--- config.mk ---
export PLATFORM = sky130hd
export DESIGN_NAME = tbs_touch_seq
export DESIGN_NICKNAME = d
export VERILOG_FILES = /design/src/rtl/tbs_pkg.sv /design/src/rtl/tbs_spread.sv /design/src/rtl/tbs_touch_seq.sv
export SDC_FILE = /design/constraint.sdc
export NUM_CORES = 1
export LEC_CHECK = 0
export BUFFER_PORTS_ARGS = -buffer_cell sky130_fd_sc_hd__buf_4
export CAP_MARGIN = 30
export CORE_MARGIN = 4
export CORE_UTILIZATION = 35
export DETAILED_ROUTE_END_ITERATION = 7
export HOLD_SLACK_MARGIN = 0.12
export PLACE_DENSITY = 0.53
export SETUP_SLACK_MARGIN = 0.2
export SLEW_MARGIN = 20
export SYNTH_ARGS = -nofsm -noshare
export SYNTH_HDL_FRONTEND = slang
export SYNTH_SLANG_ARGS = --single-unit
--- constraint.sdc ---
create_clock -name CLK_IN -period 4.4 [get_ports CLK_IN]
set_input_delay 0.22 -clock CLK_IN [delete_from_list [all_inputs] [get_ports CLK_IN]]
set_output_delay 0.22 -clock CLK_IN [all_outputs]
set_load 0.005 [all_outputs]
--- src/rtl/tbs_pkg.sv ---
// constants and types shared by the touch burst sequencer
package tbs_pkg;

  // ********************************
  // clock and timing
  // ********************************
  localparam int unsigned TBS_CLK_HZ = 25_000_000;
  localparam int unsigned TBS_FAST_GAP_US = 1000;
  localparam int unsigned TBS_FAST_GAP_CYC = TBS_FAST_GAP_US * (TBS_CLK_HZ / 1_000_000);
  localparam int unsigned TBS_SLEEP_MS = 85;
  localparam int unsigned TBS_SLEEP_CYC = TBS_SLEEP_MS * (TBS_CLK_HZ / 1000);
  localparam int unsigned TBS_HB_US = 15;
  localparam int unsigned TBS_HB_CYC = (TBS_HB_US * TBS_CLK_HZ + 999_999) / 1_000_000;
  localparam int unsigned TBS_PACE_MIN_US = 10;
  localparam int unsigned TBS_PACE_MIN_CYC = (TBS_PACE_MIN_US * TBS_CLK_HZ + 999_999) / 1_000_000;

  // ********************************
  // signal processing
  // ********************************
  localparam int unsigned TBS_SAMPLE_W = 16;
  localparam logic [15:0] TBS_THRESH = 16'h000A;
  localparam logic [15:0] TBS_HYST = 16'h0002;
  localparam logic [2:0] TBS_INTEG_LIMIT = 3'h4;
  localparam int unsigned TBS_MAX_ON_MEAS = 3809;
  localparam int unsigned TBS_DRIFT_UP_MEAS = 16;
  localparam int unsigned TBS_DRIFT_DN_MEAS = 4;
  localparam int unsigned TBS_SPREAD_MAX = 75;

  // ********************************
  // reset values
  // ********************************
  localparam logic [31:0] TBS_CNT_RST = 32'h0000_0000;
  localparam logic [2:0] TBS_INTEG_RST = 3'h0;

  // ********************************
  // modes and states
  // ********************************
  typedef enum logic [2:0] {
    TBS_MD_FAST = 3'b001,
    TBS_MD_SLOW = 3'b010,
    TBS_MD_PACED = 3'b100
  } tbs_mode_t;

  typedef enum logic [2:0] {
    TBS_ST_GAP = 3'b001,
    TBS_ST_BEAT = 3'b010,
    TBS_ST_BURST = 3'b100
  } tbs_state_t;

endpackage : tbs_pkg

--- src/rtl/tbs_spread.sv ---
// triangle sweep of the oscillator trim during a burst
`timescale 1ns/10ps
module tbs_spread #(
  parameter int unsigned MAX_DEV = tbs_pkg::TBS_SPREAD_MAX
) (
  input wire logic clk_in,
  input wire logic rstn_in,
  input wire logic run_in,
  output logic signed [7:0] trim_out
);
  import tbs_pkg::*;

  // ********************************
  // sweep
  // ********************************
  localparam logic signed [7:0] LIM = 8'(MAX_DEV);
  logic up;
  wire at_top = trim_out >= LIM;
  wire at_bot = trim_out <= -LIM;
  wire next_up = at_top ? 1'b0 : (at_bot ? 1'b1 : up);
  wire signed [7:0] next_trim = !run_in ? 8'sh00 : (next_up ? trim_out + 8'sh01 : trim_out - 8'sh01);

  always_ff @(posedge clk_in or negedge rstn_in) begin
    if (!rstn_in) begin
      up <= 1'b1;
      trim_out <= 8'sh00;
    end else begin
      up <= run_in ? next_up : 1'b1;
      trim_out <= next_trim;
    end
  end
endmodule : tbs_spread

--- src/rtl/tbs_touch_seq.sv ---
// burst scheduling, detection filtering and output control of a one-key touch sensor
// Behaviour
// - pace high: full speed, about 1 ms between bursts
// - pace low in slow scan: sleep about 85 ms after each burst
// - slow scan: possible touch uses full-speed gaps until integrator resolves it
// - pace sampled at burst end; low in full speed enters paced mode
// - paced mode: each pace change, rising or falling, wakes one burst
// - paced short pulses over 10 us: burst only on leading edge
// - pace unchanged beyond sleep period leaves paced mode by pace level
// - paced mode: integrator bypassed, single above-threshold measurement detects
// - recalibration timeout counts measurements, not time
// - fixed threshold: signal ten counts above reference
// - detection held down to two counts below threshold, released below that
// - detection lasting past maximum on-duration forces full recalibration
// - on-duration timer advances once per burst
// - integrator counts to four; any miss clears it at once
// - no recalibration input; only power-up or timeout recalibrates
// - reference tracks signal in limited steps only without detection
// - reference follows falling signal faster than rising signal
// - oscillator swept plus or minus 7.5 percent during each burst
// - output high during detection; low after on-duration timeout
// - slow and paced modes: output released 15 us before each burst
// - timing counts independent of supply, 2.0 V to 5.5 V
`timescale 1ns/10ps
module tbs_touch_seq #(
  parameter int unsigned FAST_GAP_CYC = tbs_pkg::TBS_FAST_GAP_CYC,
  parameter int unsigned SLEEP_CYC = tbs_pkg::TBS_SLEEP_CYC,
  parameter int unsigned MAX_ON_MEAS = tbs_pkg::TBS_MAX_ON_MEAS,
  parameter int unsigned DRIFT_UP_MEAS = tbs_pkg::TBS_DRIFT_UP_MEAS,
  parameter int unsigned DRIFT_DN_MEAS = tbs_pkg::TBS_DRIFT_DN_MEAS,
  parameter int unsigned SAMPLE_W = tbs_pkg::TBS_SAMPLE_W
) (
  input wire logic CLK_IN,
  input wire logic RSTN_IN,
  input wire logic PACE_IN,
  input wire logic [SAMPLE_W-1:0] SAMPLE_IN,
  input wire logic SAMPLE_VALID_IN,
  output logic BURST_START_OUT,
  output logic BURST_ACTIVE_OUT,
  output logic DETECT_OUT,
  output logic DETECT_OE_N_OUT,
  output tbs_pkg::tbs_mode_t MODE_OUT,
  output logic signed [7:0] SPREAD_OUT
);
  import tbs_pkg::*;

  // ********************************
  // helpers
  // ********************************
  function automatic logic is_above(input logic [SAMPLE_W-1:0] s, input logic [SAMPLE_W-1:0] r,
                                    input logic [15:0] lvl);
    logic [SAMPLE_W:0] d;
    d = {1'b0, s} - {1'b0, r};
    is_above = (s > r) && (d >= (SAMPLE_W+1)'(lvl));
  endfunction : is_above

  function automatic logic [31:0] inc32(input logic [31:0] v);
    inc32 = v + 32'h0000_0001;
  endfunction : inc32

  // ********************************
  // state
  // ********************************
  tbs_state_t state;
  tbs_state_t next_state;
  tbs_mode_t mode;
  tbs_mode_t next_mode;
  logic [31:0] gap_cnt;
  logic [31:0] idle_cnt;
  logic [31:0] on_cnt;
  logic [31:0] hold_cnt;
  logic [31:0] hb_cnt;
  logic [31:0] drift_cnt;
  logic pace_lvl;
  logic pace_evt;
  logic [2:0] integ;
  logic [SAMPLE_W-1:0] base_ref;
  logic detect;
  logic recal_pend;

  // ********************************
  // decode
  // ********************************
  wire sample_fire = (state == TBS_ST_BURST) && SAMPLE_VALID_IN;
  wire above = is_above(SAMPLE_IN, base_ref, TBS_THRESH);
  wire still_on = is_above(SAMPLE_IN, base_ref, TBS_THRESH - TBS_HYST);
  wire resolving = integ != TBS_INTEG_RST;
  wire [31:0] gap_target = ((mode == TBS_MD_SLOW) && !resolving) ? 32'(SLEEP_CYC) : 32'(FAST_GAP_CYC);
  wire gap_done = (state == TBS_ST_GAP) && (mode != TBS_MD_PACED) && (gap_cnt >= gap_target - 32'h1);
  wire pace_timeout = (mode == TBS_MD_PACED) && (idle_cnt >= 32'(SLEEP_CYC));
  wire paced_trig = (state == TBS_ST_GAP) && (mode == TBS_MD_PACED) && pace_evt && !pace_timeout;
  wire hb_done = (state == TBS_ST_BEAT) && (hb_cnt >= 32'(TBS_HB_CYC) - 32'h1);
  wire max_on_hit = sample_fire && detect && (on_cnt >= 32'(MAX_ON_MEAS) - 32'h1);
  wire recal_now = sample_fire && (recal_pend || max_on_hit);
  wire judge = sample_fire && !recal_now;
  wire confirm = judge && !detect && above && ((mode == TBS_MD_PACED) || (integ == TBS_INTEG_LIMIT - 3'h1));
  wire release_now = judge && detect && !still_on;
  wire drift_ok = judge && !detect && !above;
  wire drift_dn = SAMPLE_IN < base_ref;
  wire drift_up = SAMPLE_IN > base_ref;
  wire [31:0] drift_lim = drift_dn ? 32'(DRIFT_DN_MEAS) : 32'(DRIFT_UP_MEAS);
  wire drift_step = drift_ok && (drift_up || drift_dn) && (drift_cnt >= drift_lim - 32'h1);
  wire start_burst = (gap_done && (mode == TBS_MD_FAST)) || hb_done;
  wire start_beat = (gap_done && (mode != TBS_MD_FAST)) || paced_trig;
  wire pace_accept = (PACE_IN != pace_lvl) && (hold_cnt >= 32'(TBS_PACE_MIN_CYC) - 32'h1);

  // ********************************
  // sequencer
  // ********************************
  always_comb begin
    next_state = state;
    case (state)
      TBS_ST_GAP: begin
        if (start_burst) begin
          next_state = TBS_ST_BURST;
        end else if (start_beat) begin
          next_state = TBS_ST_BEAT;
        end
      end
      TBS_ST_BEAT: begin
        if (hb_done) begin
          next_state = TBS_ST_BURST;
        end
      end
      TBS_ST_BURST: begin
        if (SAMPLE_VALID_IN) begin
          next_state = TBS_ST_GAP;
        end
      end
      default: begin
        next_state = TBS_ST_GAP;
      end
    endcase
  end

  always_comb begin
    next_mode = mode;
    case (mode)
      TBS_MD_FAST: begin
        if (sample_fire && !pace_lvl) begin
          next_mode = TBS_MD_PACED;
        end
      end
      TBS_MD_SLOW: begin
        if (sample_fire && pace_lvl) begin
          next_mode = TBS_MD_FAST;
        end
      end
      TBS_MD_PACED: begin
        if ((state == TBS_ST_GAP) && pace_timeout) begin
          next_mode = pace_lvl ? TBS_MD_FAST : TBS_MD_SLOW;
        end
      end
      default: begin
        next_mode = TBS_MD_FAST;
      end
    endcase
  end

  wire [31:0] next_gap = ((state == TBS_ST_GAP) && (next_state == TBS_ST_GAP) && (next_mode == mode)) ?
                         inc32(gap_cnt) : TBS_CNT_RST;
  wire [31:0] next_idle = ((mode != TBS_MD_PACED) || pace_evt) ? TBS_CNT_RST : inc32(idle_cnt);
  wire [31:0] next_hold = ((PACE_IN == pace_lvl) || pace_accept) ? TBS_CNT_RST : inc32(hold_cnt);

  always_ff @(posedge CLK_IN or negedge RSTN_IN) begin
    if (!RSTN_IN) begin
      state <= TBS_ST_GAP;
      mode <= TBS_MD_FAST;
      gap_cnt <= TBS_CNT_RST;
      idle_cnt <= TBS_CNT_RST;
      hb_cnt <= TBS_CNT_RST;
    end else begin
      state <= next_state;
      mode <= next_mode;
      gap_cnt <= next_gap;
      idle_cnt <= next_idle;
      hb_cnt <= (state == TBS_ST_BEAT) ? inc32(hb_cnt) : TBS_CNT_RST;
    end
  end

  // ********************************
  // pace pin filter
  // ********************************
  always_ff @(posedge CLK_IN or negedge RSTN_IN) begin
    if (!RSTN_IN) begin
      pace_lvl <= 1'b0;
      pace_evt <= 1'b0;
      hold_cnt <= TBS_CNT_RST;
    end else begin
      hold_cnt <= next_hold;
      pace_evt <= pace_accept;
      if (pace_accept) begin
        pace_lvl <= PACE_IN;
      end
    end
  end

  // ********************************
  // detection and reference
  // ********************************
  wire [2:0] next_integ = (recal_now || confirm || !judge && sample_fire) ? TBS_INTEG_RST :
                          (!judge || detect) ? integ : (above ? integ + 3'h1 : TBS_INTEG_RST);
  wire next_detect = recal_now ? 1'b0 : (confirm ? 1'b1 : (release_now ? 1'b0 : detect));
  wire [31:0] next_on = (recal_now || release_now || !detect) ? TBS_CNT_RST :
                        (sample_fire ? inc32(on_cnt) : on_cnt);
  wire [SAMPLE_W-1:0] next_ref = recal_now ? SAMPLE_IN :
                                 (!drift_step ? base_ref :
                                 (drift_dn ? base_ref - SAMPLE_W'(1) : base_ref + SAMPLE_W'(1)));
  wire [31:0] next_drift = (recal_now || (judge && !drift_ok) || drift_step || (drift_ok && !drift_up && !drift_dn)) ?
                           TBS_CNT_RST : (drift_ok ? inc32(drift_cnt) : drift_cnt);

  always_ff @(posedge CLK_IN or negedge RSTN_IN) begin
    if (!RSTN_IN) begin
      integ <= TBS_INTEG_RST;
      detect <= 1'b0;
      on_cnt <= TBS_CNT_RST;
      drift_cnt <= TBS_CNT_RST;
      base_ref <= '0;
      recal_pend <= 1'b1;
    end else begin
      integ <= next_integ;
      detect <= next_detect;
      on_cnt <= next_on;
      drift_cnt <= next_drift;
      base_ref <= next_ref;
      recal_pend <= recal_pend && !sample_fire;
    end
  end

  // ********************************
  // outputs
  // ********************************
  always_ff @(posedge CLK_IN or negedge RSTN_IN) begin
    if (!RSTN_IN) begin
      BURST_START_OUT <= 1'b0;
      BURST_ACTIVE_OUT <= 1'b0;
      DETECT_OE_N_OUT <= 1'b0;
    end else begin
      BURST_START_OUT <= (state != TBS_ST_BURST) && (next_state == TBS_ST_BURST);
      BURST_ACTIVE_OUT <= next_state == TBS_ST_BURST;
      DETECT_OE_N_OUT <= next_state == TBS_ST_BEAT;
    end
  end

  assign DETECT_OUT = detect;
  assign MODE_OUT = mode;

  tbs_spread #(
    .MAX_DEV(TBS_SPREAD_MAX)
  ) u_spread (
    .clk_in(CLK_IN),
    .rstn_in(RSTN_IN),
    .run_in(state == TBS_ST_BURST),
    .trim_out(SPREAD_OUT)
  );

  logic detect_q;
  always_ff @(posedge CLK_IN or negedge RSTN_IN) begin
    if (!RSTN_IN) begin
      detect_q <= 1'b0;
    end else begin
      detect_q <= detect;
    end
  end
endmodule : tbs_touch_seq

### Word-level counts from Yosys, hierarchy flattened

Cells that the tools add are included.

| storage, ports and cells | value |
|---|---|
| bits in registers | 233 |
| bits of input ports | 20 |
| word-level logic and storage cells | 165 |
| output and inout bits | 15 |

| operators by class | value |
|---|---|
| add/subtract/negate cells | 14 |
| equal/unequal tests | 17 |
| reductions and logical operators | 69 |
| muxes and demuxes | 34 |
| $lt $le $gt $ge | 12 |

Operators by type and width:

| kind | number |
|---|---|
| $mux 32 | 8 |
| $add 32x1->32 const B | 6 |
| $ge 32x32->1 | 2 |
| $mux 16 | 3 |
| $logic_and 1x1->1 | 37 |
| $ge 17x4->1 const B | 2 |
| $ge 32x12->1 const B | 1 |
| $ge 32x22->1 const B | 1 |
| $ge 32x8->1 const B | 1 |
| $ge 32x9->1 const B | 1 |
| $mux 3 | 10 |
| $sub 22x1->23 const B | 1 |
| $mux 22 | 1 |
| $pmux 3 s3 | 2 |
| $sub 16x16->17 | 1 |
| $add 16x1->16 const B | 1 |
| $gt 16x16->1 | 1 |
| $lt 16x16->1 | 1 |
| $mux 8 | 2 |
| $sub 16x1->16 const B | 1 |
| $logic_or 1x1->1 | 15 |
| $eq 3x2->1 const B | 4 |
| $logic_not 1->1 | 12 |
| $eq 3x1->1 const B | 3 |
| other kinds (18) | 29 |

### Depth between registers and ports, before layout

Gate-level depths: netlist of run 1.

| logic depth | value |
|---|---|
| depth after elaboration | 16 |
| depth in mapped cells | 20 |
| mapped depth without buffers | 19 |

### Cells and area by module

From an unflattened synthesis of run 1, not the netlist that was laid out.

| unflattened totals | value |
|---|---|
| cell total of the unflattened synthesis | 1424 |
| area, all modules | 13056.3 sq um |

By module, submodules not included:

| module | area an instance (sq um) | instances | cells each | sequential area each (sq um) |
|---|---|---|---|---|
| tbs_touch_seq | 12406.9 | 1 | 1355 | 5609.1 |
| tbs_spread | 649.4 | 1 | 69 | 226.5 |

### Least setup slack after synthesis of run 1

Ideal clock, no wire load.

| timing | value |
|---|---|
| path kind | reg-to-reg |
| from | register base_ref[4] |
| to | register base_ref[14] |
| clock period less this slack | 4.732 ns |
| data required time | 4.277 ns |
| setup time | 0.123 ns |
| arrival | 4.609 ns |
| slack | -0.332 ns |
| path buffers | 0 |
| cell stages (with the launch flop) | 20 |
| path through | dfrtp_1 inv_1 ha_1 a21o_1 a211oi_2 a211oi_4 o211ai_1 a21oi_1 or2_2 inv_1 ha_1 nor2b_1 o21a_1 o21a_1 o41a_1 a41o_1 o41ai_1 o21ai_0 xor2_1 o221a_2 |

| between the ends | value |
|---|---|
| cells in the longest elaborated chain, start to end | 8 |
| elaborated cells on any way between the ends | 19 |
| classes of those cells | add/sub: 4; order compare: 4; mux: 4; reduce/logical: 7 |

Ends and longest elaborated chain:

| what | line | text |
|---|---|---|
| start: declaration | tbs_touch_seq.sv:77 | `logic [SAMPLE_W-1:0] base_ref;` |
| start signal: assignment | tbs_touch_seq.sv:225 | `base_ref <= next_ref;` |
| branches (longest 8 deep; another with $ge 32x32->1) | -- |  |

Parallel ways; which one is timed is not known. The select of a mux whose other input is x is not followed.
A chain may end at the register's enable or synchronous reset.

### Final worst setup path of run 1

| timing | value |
|---|---|
| from | register base_ref[1] |
| to | register base_ref[11] |

The elaborated chain is that of the path after synthesis.

==> flow_metrics.env, run 1 <==
export IMPL_drive_gt1_frac=0.145
export IMPL_worst_slew_pin_slew_ns=0.832
export IMPL_required_ns=4.84
export IMPL_fin_nets=1666
export IMPL_utilization=0.434
export IMPL_cts_root_buffer="clkbuf_16"
export IMPL_yosysSeqAreaShare=0.440
export IMPL_cts_buffers=28
export IMPL_power_density_nw_per_um2=326
export IMPL_synth_seq_cells=233
export IMPL_fin_area_um2=16300
export IMPL_finalPower_uw=5300
export IMPL_worstSkewPairLatency_ns=0.56
export IMPL_dp_slack_ns=-0.0727
export IMPL_die_area_um2=41100
export IMPL_grt_usage=0.153
export IMPL_synthSimpleGateAreaFrac=0.228
export IMPL_fin_cells=2116
export IMPL_yosysWarnings=0
export IMPL_antenna_found_initial=0
export IMPL_clk_path_buf_depth=3
export IMPL_dpl_instance_area_um2=14700
export IMPL_clk_pin_slew_ns=0.06
export IMPL_layout_common_cells="229 x dfrtp_1, 215 x nor2_1, 98 x buf_4"
export IMPL_cts_tree="yes"
export IMPL_synth_xor_area_frac=0.0852
export IMPL_grt_setup_unrepaired="yes"
export IMPL_finalClockSkew_ns=0.0132
export IMPL_grt_pass1_wl_um=53700
export IMPL_period_share=0.968
export IMPL_diodes=0
export IMPL_ant_nets=0
export IMPL_synth_cells=1443
export IMPL_io_pin_count=35
export IMPL_drc=0
export IMPL_overflow=0
export IMPL_port_buffers=34
export IMPL_peakVddDrop_v=0.000272
export IMPL_area_growth_pct=22.7
export IMPL_syn_area_um2=13300
export IMPL_endpoint_kind="register"
export IMPL_critPathArrivalTime_ns=4.70
export IMPL_num_vias=10900
export IMPL_drt_wl_total_um=31500
export IMPL_crit_fanout=7
export IMPL_finalHoldViolations=0
export IMPL_synth_distinct_cells=80
export IMPL_crit_type="reg2reg"
export IMPL_hold_class="in2async"
export IMPL_slew_viol_final=0
export IMPL_grtUsageMet1=0.218
export IMPL_via_per_inst=5.17
export IMPL_p_leak_uw=0.00697
export IMPL_slew_headroom=0.446
export IMPL_met3_usage=0.0177
export IMPL_grt_max_degree=144
export IMPL_coreArea_um2=37500
export IMPL_setup_viol=0
export IMPL_dpl_hpwl_um=21700
export IMPL_die_w_um=203
export IMPL_dp_cells=2027
export IMPL_synth_top_family_by_area="simple AND/OR/NAND/NOR gates"
export IMPL_initial_core_util=0.354
export IMPL_place_congestion=0.850
export IMPL_synth_adder_area_share=0.0592
export IMPL_postSynthAreaPerCell_um2=9.19
export IMPL_htree_levels=1
export IMPL_synth_mux_area_frac=0.00462
export IMPL_fp_row_count=71
export IMPL_final_common_cell="dfrtp_1"
export IMPL_use_met2=0.247
export IMPL_dr_pass1_iters=5
export IMPL_die_h_um=203
export IMPL_maxCapViolations=0
export IMPL_synth_compound_area_frac=0.149
export IMPL_start_kind="register"
export IMPL_synth_async_sr_flop_share=1.00
export IMPL_max_freq_mhz=235
export IMPL_fillers=3697
export IMPL_synth_flop_cell="dfrtp_1"
export IMPL_outcome="complete, no violations"
export IMPL_first_global_vias=10700
export IMPL_fin_crit_ns=4.26
export IMPL_grt_busiest_layer="met2"
export IMPL_wire_per_inst_um=14.9
export IMPL_clock_sinks=233
export IMPL_first_iter_violations=714
export IMPL_setup_ws_ns=0.140
export IMPL_synth_edf_count=0
[worst max-delay path, stage by stage, from the launching register on]
cell        delay, ns
dfrtp_1          0.36
inv_2            0.06
ha_4             0.27
nand2b_4         0.05
a211o_1          0.31
a211oi_4         0.25
o211ai_1         0.13
a21oi_2          0.19
or2_4            0.16
clkinvlp_4       0.21
buf_6            0.19
buf_6            0.13
ha_4             0.27
nand3_2          0.08
nand3_2          0.11
nor3_4           0.06
buf_4            0.14
buf_6            0.10
or3_4            0.41
and2_4           0.18
clkbuf_16        0.16
a221o_1          0.30
[power by group]
group          internal [µW]  total, µW  switching (µW)
registers               2200       2250            51.6
clock network           1460       2390             932
logic                    292        657             364
[per-stage QoR]
stage	TNS, ns	hold WS, ns
floorplan	-0.108	-0.0756
global placement	0	0.154
detailed placement	-0.0817	0.157
CTS	0	0.168
global route	-0.0376	0.197
finish	0	0.158
[synthesized netlist by cell type, drive strengths merged (13+ instances only)]
cell / n / area (µm²)
ha: 58 / 726
dfrtp: 229 / 5730
xnor2: 43 / 377
nor3: 43 / 220
nand2b: 15 / 93.8
clkbuf: 39 / 146
nand2: 97 / 364
and3: 28 / 175
o21ai: 51 / 255
nor2: 217 / 815
o21a: 20 / 150
inv: 68 / 255
a221o: 13 / 130
a31oi: 20 / 125
or3: 23 / 144
nor4: 32 / 206
nand3: 68 / 340
a21oi: 62 / 322
nand4: 41 / 257
o211ai: 15 / 113
xor2: 86 / 753
a211oi: 16 / 138
[logic make-up after synthesis]
family,after synthesis
buf+inv,112
compound gates,281
fa+ha+maj,61
mux,6
xor+xnor,129
flops,233
simple gates,620
other cells,1
[cell type report]
class	count	area [µm²]	share of cell area
clock buffer	32	756	0.0464
clock inverter	18	206	0.0127
inverter	68	259	0.0159
multi-input combinational	1121	7420	0.456
sequential	233	5840	0.358
tap	511	639	0.0393
timing repair buffer	133	1160	0.0716
[worst paths after layout]
check,startpoint,end,slack (ns),depth (start not counted)
setup / recovery,base_ref[1]$_DFFE_PN0P_,base_ref[11]$_DFFE_PN0P_,0.14,21
hold / removal,RSTN_IN,on_cnt[21]$_DFFE_PN0P_,0.16,2
setup reg to reg,base_ref[1]$_DFFE_PN0P_,base_ref[11]$_DFFE_PN0P_,0.14,21
hold reg to reg,integ[2]$_DFFE_PN0P_,integ[2]$_DFFE_PN0P_,0.48,2
max in group asynchronous,RSTN_IN,hold_cnt[30]$_DFF_PN0_,3.08,3
min in group CLK_IN,SAMPLE_IN[6],base_ref[6]$_DFFE_PN0P_,0.45,3
[routing by layer]
layer  up-vias  routed length (µm)
met5         -                   0
met4         0                 759
met3        53                1100
met2       202               14400
met1      5249               15300
li1       5435                   -
[timing repair]
item	in CTS	in global routing
setup endpoints to repair	34	76
endpoints found under the hold margin	65	0
hold buffers	19	0
buffers inserted	7	11
pin swaps	7	12
resized for setup	9	39
cloned	0	2
[sequential cells by signal (all words and copies together) (netlist names)]
name               cells
integ                  3
on_cnt                32
u_spread.up            1
state                  3
DETECT_OUT             1
base_ref              16
drift_cnt             32
hold_cnt              32
u_spread.trim_out      8
recal_pend             1
pace_lvl               1
BURST_START_OUT        1
BURST_ACTIVE_OUT       1
DETECT_OE_N_OUT        1
hb_cnt                32
pace_evt               1
gap_cnt               32
MODE_OUT               3
idle_cnt              32
Note: power is estimated with default switching activity, not from simulation.
==> inputs of run 2 (changes only) <==
--- a/config.mk
+++ b/config.mk
@@ -5,8 +5,10 @@
 export SDC_FILE = /design/constraint.sdc
 export NUM_CORES = 1
 export LEC_CHECK = 0
+export ABC_CLOCK_PERIOD_IN_PS = 4400
 export BUFFER_PORTS_ARGS = -buffer_cell sky130_fd_sc_hd__buf_4
 export CAP_MARGIN = 30
+export CORE_ASPECT_RATIO = 1.4
 export CORE_MARGIN = 4
 export CORE_UTILIZATION = 35
 export DETAILED_ROUTE_END_ITERATION = 7
==> flow_metrics.env, run 2 (synthesis gave the netlist of run 1 again) <==
export IMPL_critPathArrivalTime_ns=4.85
export IMPL_peakVddDrop_v=0.000248
export IMPL_first_iter_violations=675
export IMPL_setup_ws_ns=-0.00212
export IMPL_overflow=0
export IMPL_slew_viol_final=0
export IMPL_drc=0
export IMPL_layout_common_cells="229 x dfrtp_1, 214 x nor2_1, 133 x buf_4"
export IMPL_dpl_hpwl_um=23500
export IMPL_dr_pass1_iters=5
export IMPL_finalClockSkew_ns=0.0117
export IMPL_antenna_found_initial=0
export IMPL_p_leak_uw=0.00710
export IMPL_drt_wl_total_um=33200
export IMPL_crit_chain="inv_2, ha_4, nand2b_4, a211o_4, a211oi_4, o211ai_1, a21oi_2, or2_4, clkinvlp_4, ha_4, buf_6, nor2b_1, o21a_1, o21a_1, o41a_1, a41o_1, o41ai_4, o21ai_2, xor2_1, o221a_2"
export IMPL_wire_per_inst_um=15.8
export IMPL_coreArea_um2=37500
export IMPL_die_h_um=238
export IMPL_grt_pass1_wl_um=56000
export IMPL_hold_class="in2async"
export IMPL_endpoint_kind="register"
export IMPL_cts_root_buffer="clkbuf_16"
export IMPL_crit_slowest_cell="o41a_1"
export IMPL_outcome="complete, but fails checks"
export IMPL_required_ns=4.84
export IMPL_start_kind="register"
export IMPL_area_growth_pct=23.9
export IMPL_cts_tree="yes"
export IMPL_clk_pin_slew_ns=0.07
export IMPL_max_freq_mhz=227
export IMPL_period_share=1.00
export IMPL_fin_area_um2=16400
export IMPL_die_area_um2=41100
export IMPL_fin_crit_ns=4.40
export IMPL_violations="negative setup slack"
export IMPL_utilization=0.438
export IMPL_io_pin_count=35
export IMPL_maxCapViolations=0
export IMPL_seq_area_um2=5840
export IMPL_dpl_instance_area_um2=14800
export IMPL_grt_usage=0.159
export IMPL_worst_slew_pin_slew_ns=0.823
export IMPL_multiInputGateArea_um2=7410
export IMPL_clock_sinks=233
export IMPL_grt_max_degree=106
export IMPL_grt_setup_unrepaired="yes"
export IMPL_fin_nets=1697
export IMPL_fillers=3651
export IMPL_htree_levels=1
export IMPL_final_common_cell="dfrtp_1"
export IMPL_fp_row_count=84
export IMPL_first_global_vias=11500
export IMPL_diodes=0
export IMPL_slew_headroom=0.451
export IMPL_crit_type="reg2reg"
export IMPL_cts_buffers=27
export IMPL_slowest_delay_ns=0.41
export IMPL_power_density_nw_per_um2=329
export IMPL_crit_fanout=4
export IMPL_setup_viol=1
export IMPL_num_vias=11200
export IMPL_finalHoldViolations=0
export IMPL_via_per_inst=5.31
export IMPL_ant_nets=0
export IMPL_worstSkewPairLatency_ns=0.55
export IMPL_drive_gt1_frac=0.157
export IMPL_clk_path_buf_depth=3
export IMPL_initial_core_util=0.353
export IMPL_place_congestion=0.908
export IMPL_reg2regPathDepth=20
export IMPL_port_buffers=34
export IMPL_die_w_um=173
export IMPL_finalPower_uw=5400
[run 2: power breakdown]
| part | total (µW) | switching (µW) | internal [µW] |
|---|---|---|---|
| clock | 2450 | 927 | 1520 |
| combinational | 704 | 383 | 321 |
| sequential | 2250 | 49.8 | 2200 |
[run 2: worst paths after layout]
| kind | slack, ns | start | end |
|---|---|---|---|
| setup / recovery | -0.002 | base_ref[1]$_DFFE_PN0P_ | base_ref[14]$_DFFE_PN0P_ |
| hold / removal | 0.33 | RSTN_IN | on_cnt[23]$_DFFE_PN0P_ |
| setup reg to reg | -0.002 | base_ref[1]$_DFFE_PN0P_ | base_ref[14]$_DFFE_PN0P_ |
| hold reg to reg | 0.48 | hb_cnt[0]$_DFF_PN0_ | hb_cnt[0]$_DFF_PN0_ |
| max in group asynchronous | 2.95 | RSTN_IN | hb_cnt[10]$_DFF_PN0_ |
| min in group CLK_IN | 0.46 | SAMPLE_IN[6] | base_ref[6]$_DFFE_PN0P_ |
[run 2: worst max-delay path, delay by kind of cell (launching register included)]
| family | cells | cell delay, ns |
|---|---|---|
| xor gates and xnor gates | 1 | 0.17 |
| and+or+nand+nor | 3 | 0.34 |
| adders and majority gates | 2 | 0.52 |
| DFF | 1 | 0.36 |
| buffers and inverters | 3 | 0.31 |
| AOI/OAI and AO/OA | 11 | 2.60 |
[run 2: stage by stage]
step	hold WS (ns)	setup slack, ns	setup TNS (ns)	instances
3_3_place_gp	0.343	-0.0291	-0.0516	2013
3_5_place_dp	0.352	-0.103	-0.260	2014
5_1_grt	0.387	-0.160	-1.01	2109
4_1_cts	0.348	-0.0764	-0.168	2094
6_report	0.326	-0.00212	-0.00212	2109
2_1_floorplan	-0.0756	-0.0556	-0.108	1466
[run 2: timing repair]
| action | CTS | global route |
|---|---|---|
| endpoints found under the setup margin | 16 | 48 |
| gates resized for setup | 11 | 38 |
| pin swaps | 17 | 27 |
| gates cloned | 0 | 2 |
| hold endpoints to repair | 124 | 0 |
| hold buffers | 19 | 0 |
| setup buffers | 12 | 13 |
[run 2: cell type report]
cell class | instances | area share
flip-flops and latches | 233 | 0.355
clock buffers | 36 | 0.0468
multi-input cells | 1122 | 0.451
repair buffers | 164 | 0.0826
well taps | 473 | 0.0360
clock inverters | 13 | 0.0127
inverters | 68 | 0.0158
[run 2: metal layers]
| metal | track usage | vias to the layer above | share of wire |
|---|---|---|---|
| met5 | 0 | - | 0 |
| met1 | 0.185 | 5473 | 0.41 |
| met2 | 0.305 | 166 | 0.53 |
| met4 | 0.0499 | 0 | 0.030 |
| li1 | - | 5498 | - |
| met3 | 0.0173 | 64 | 0.027 |
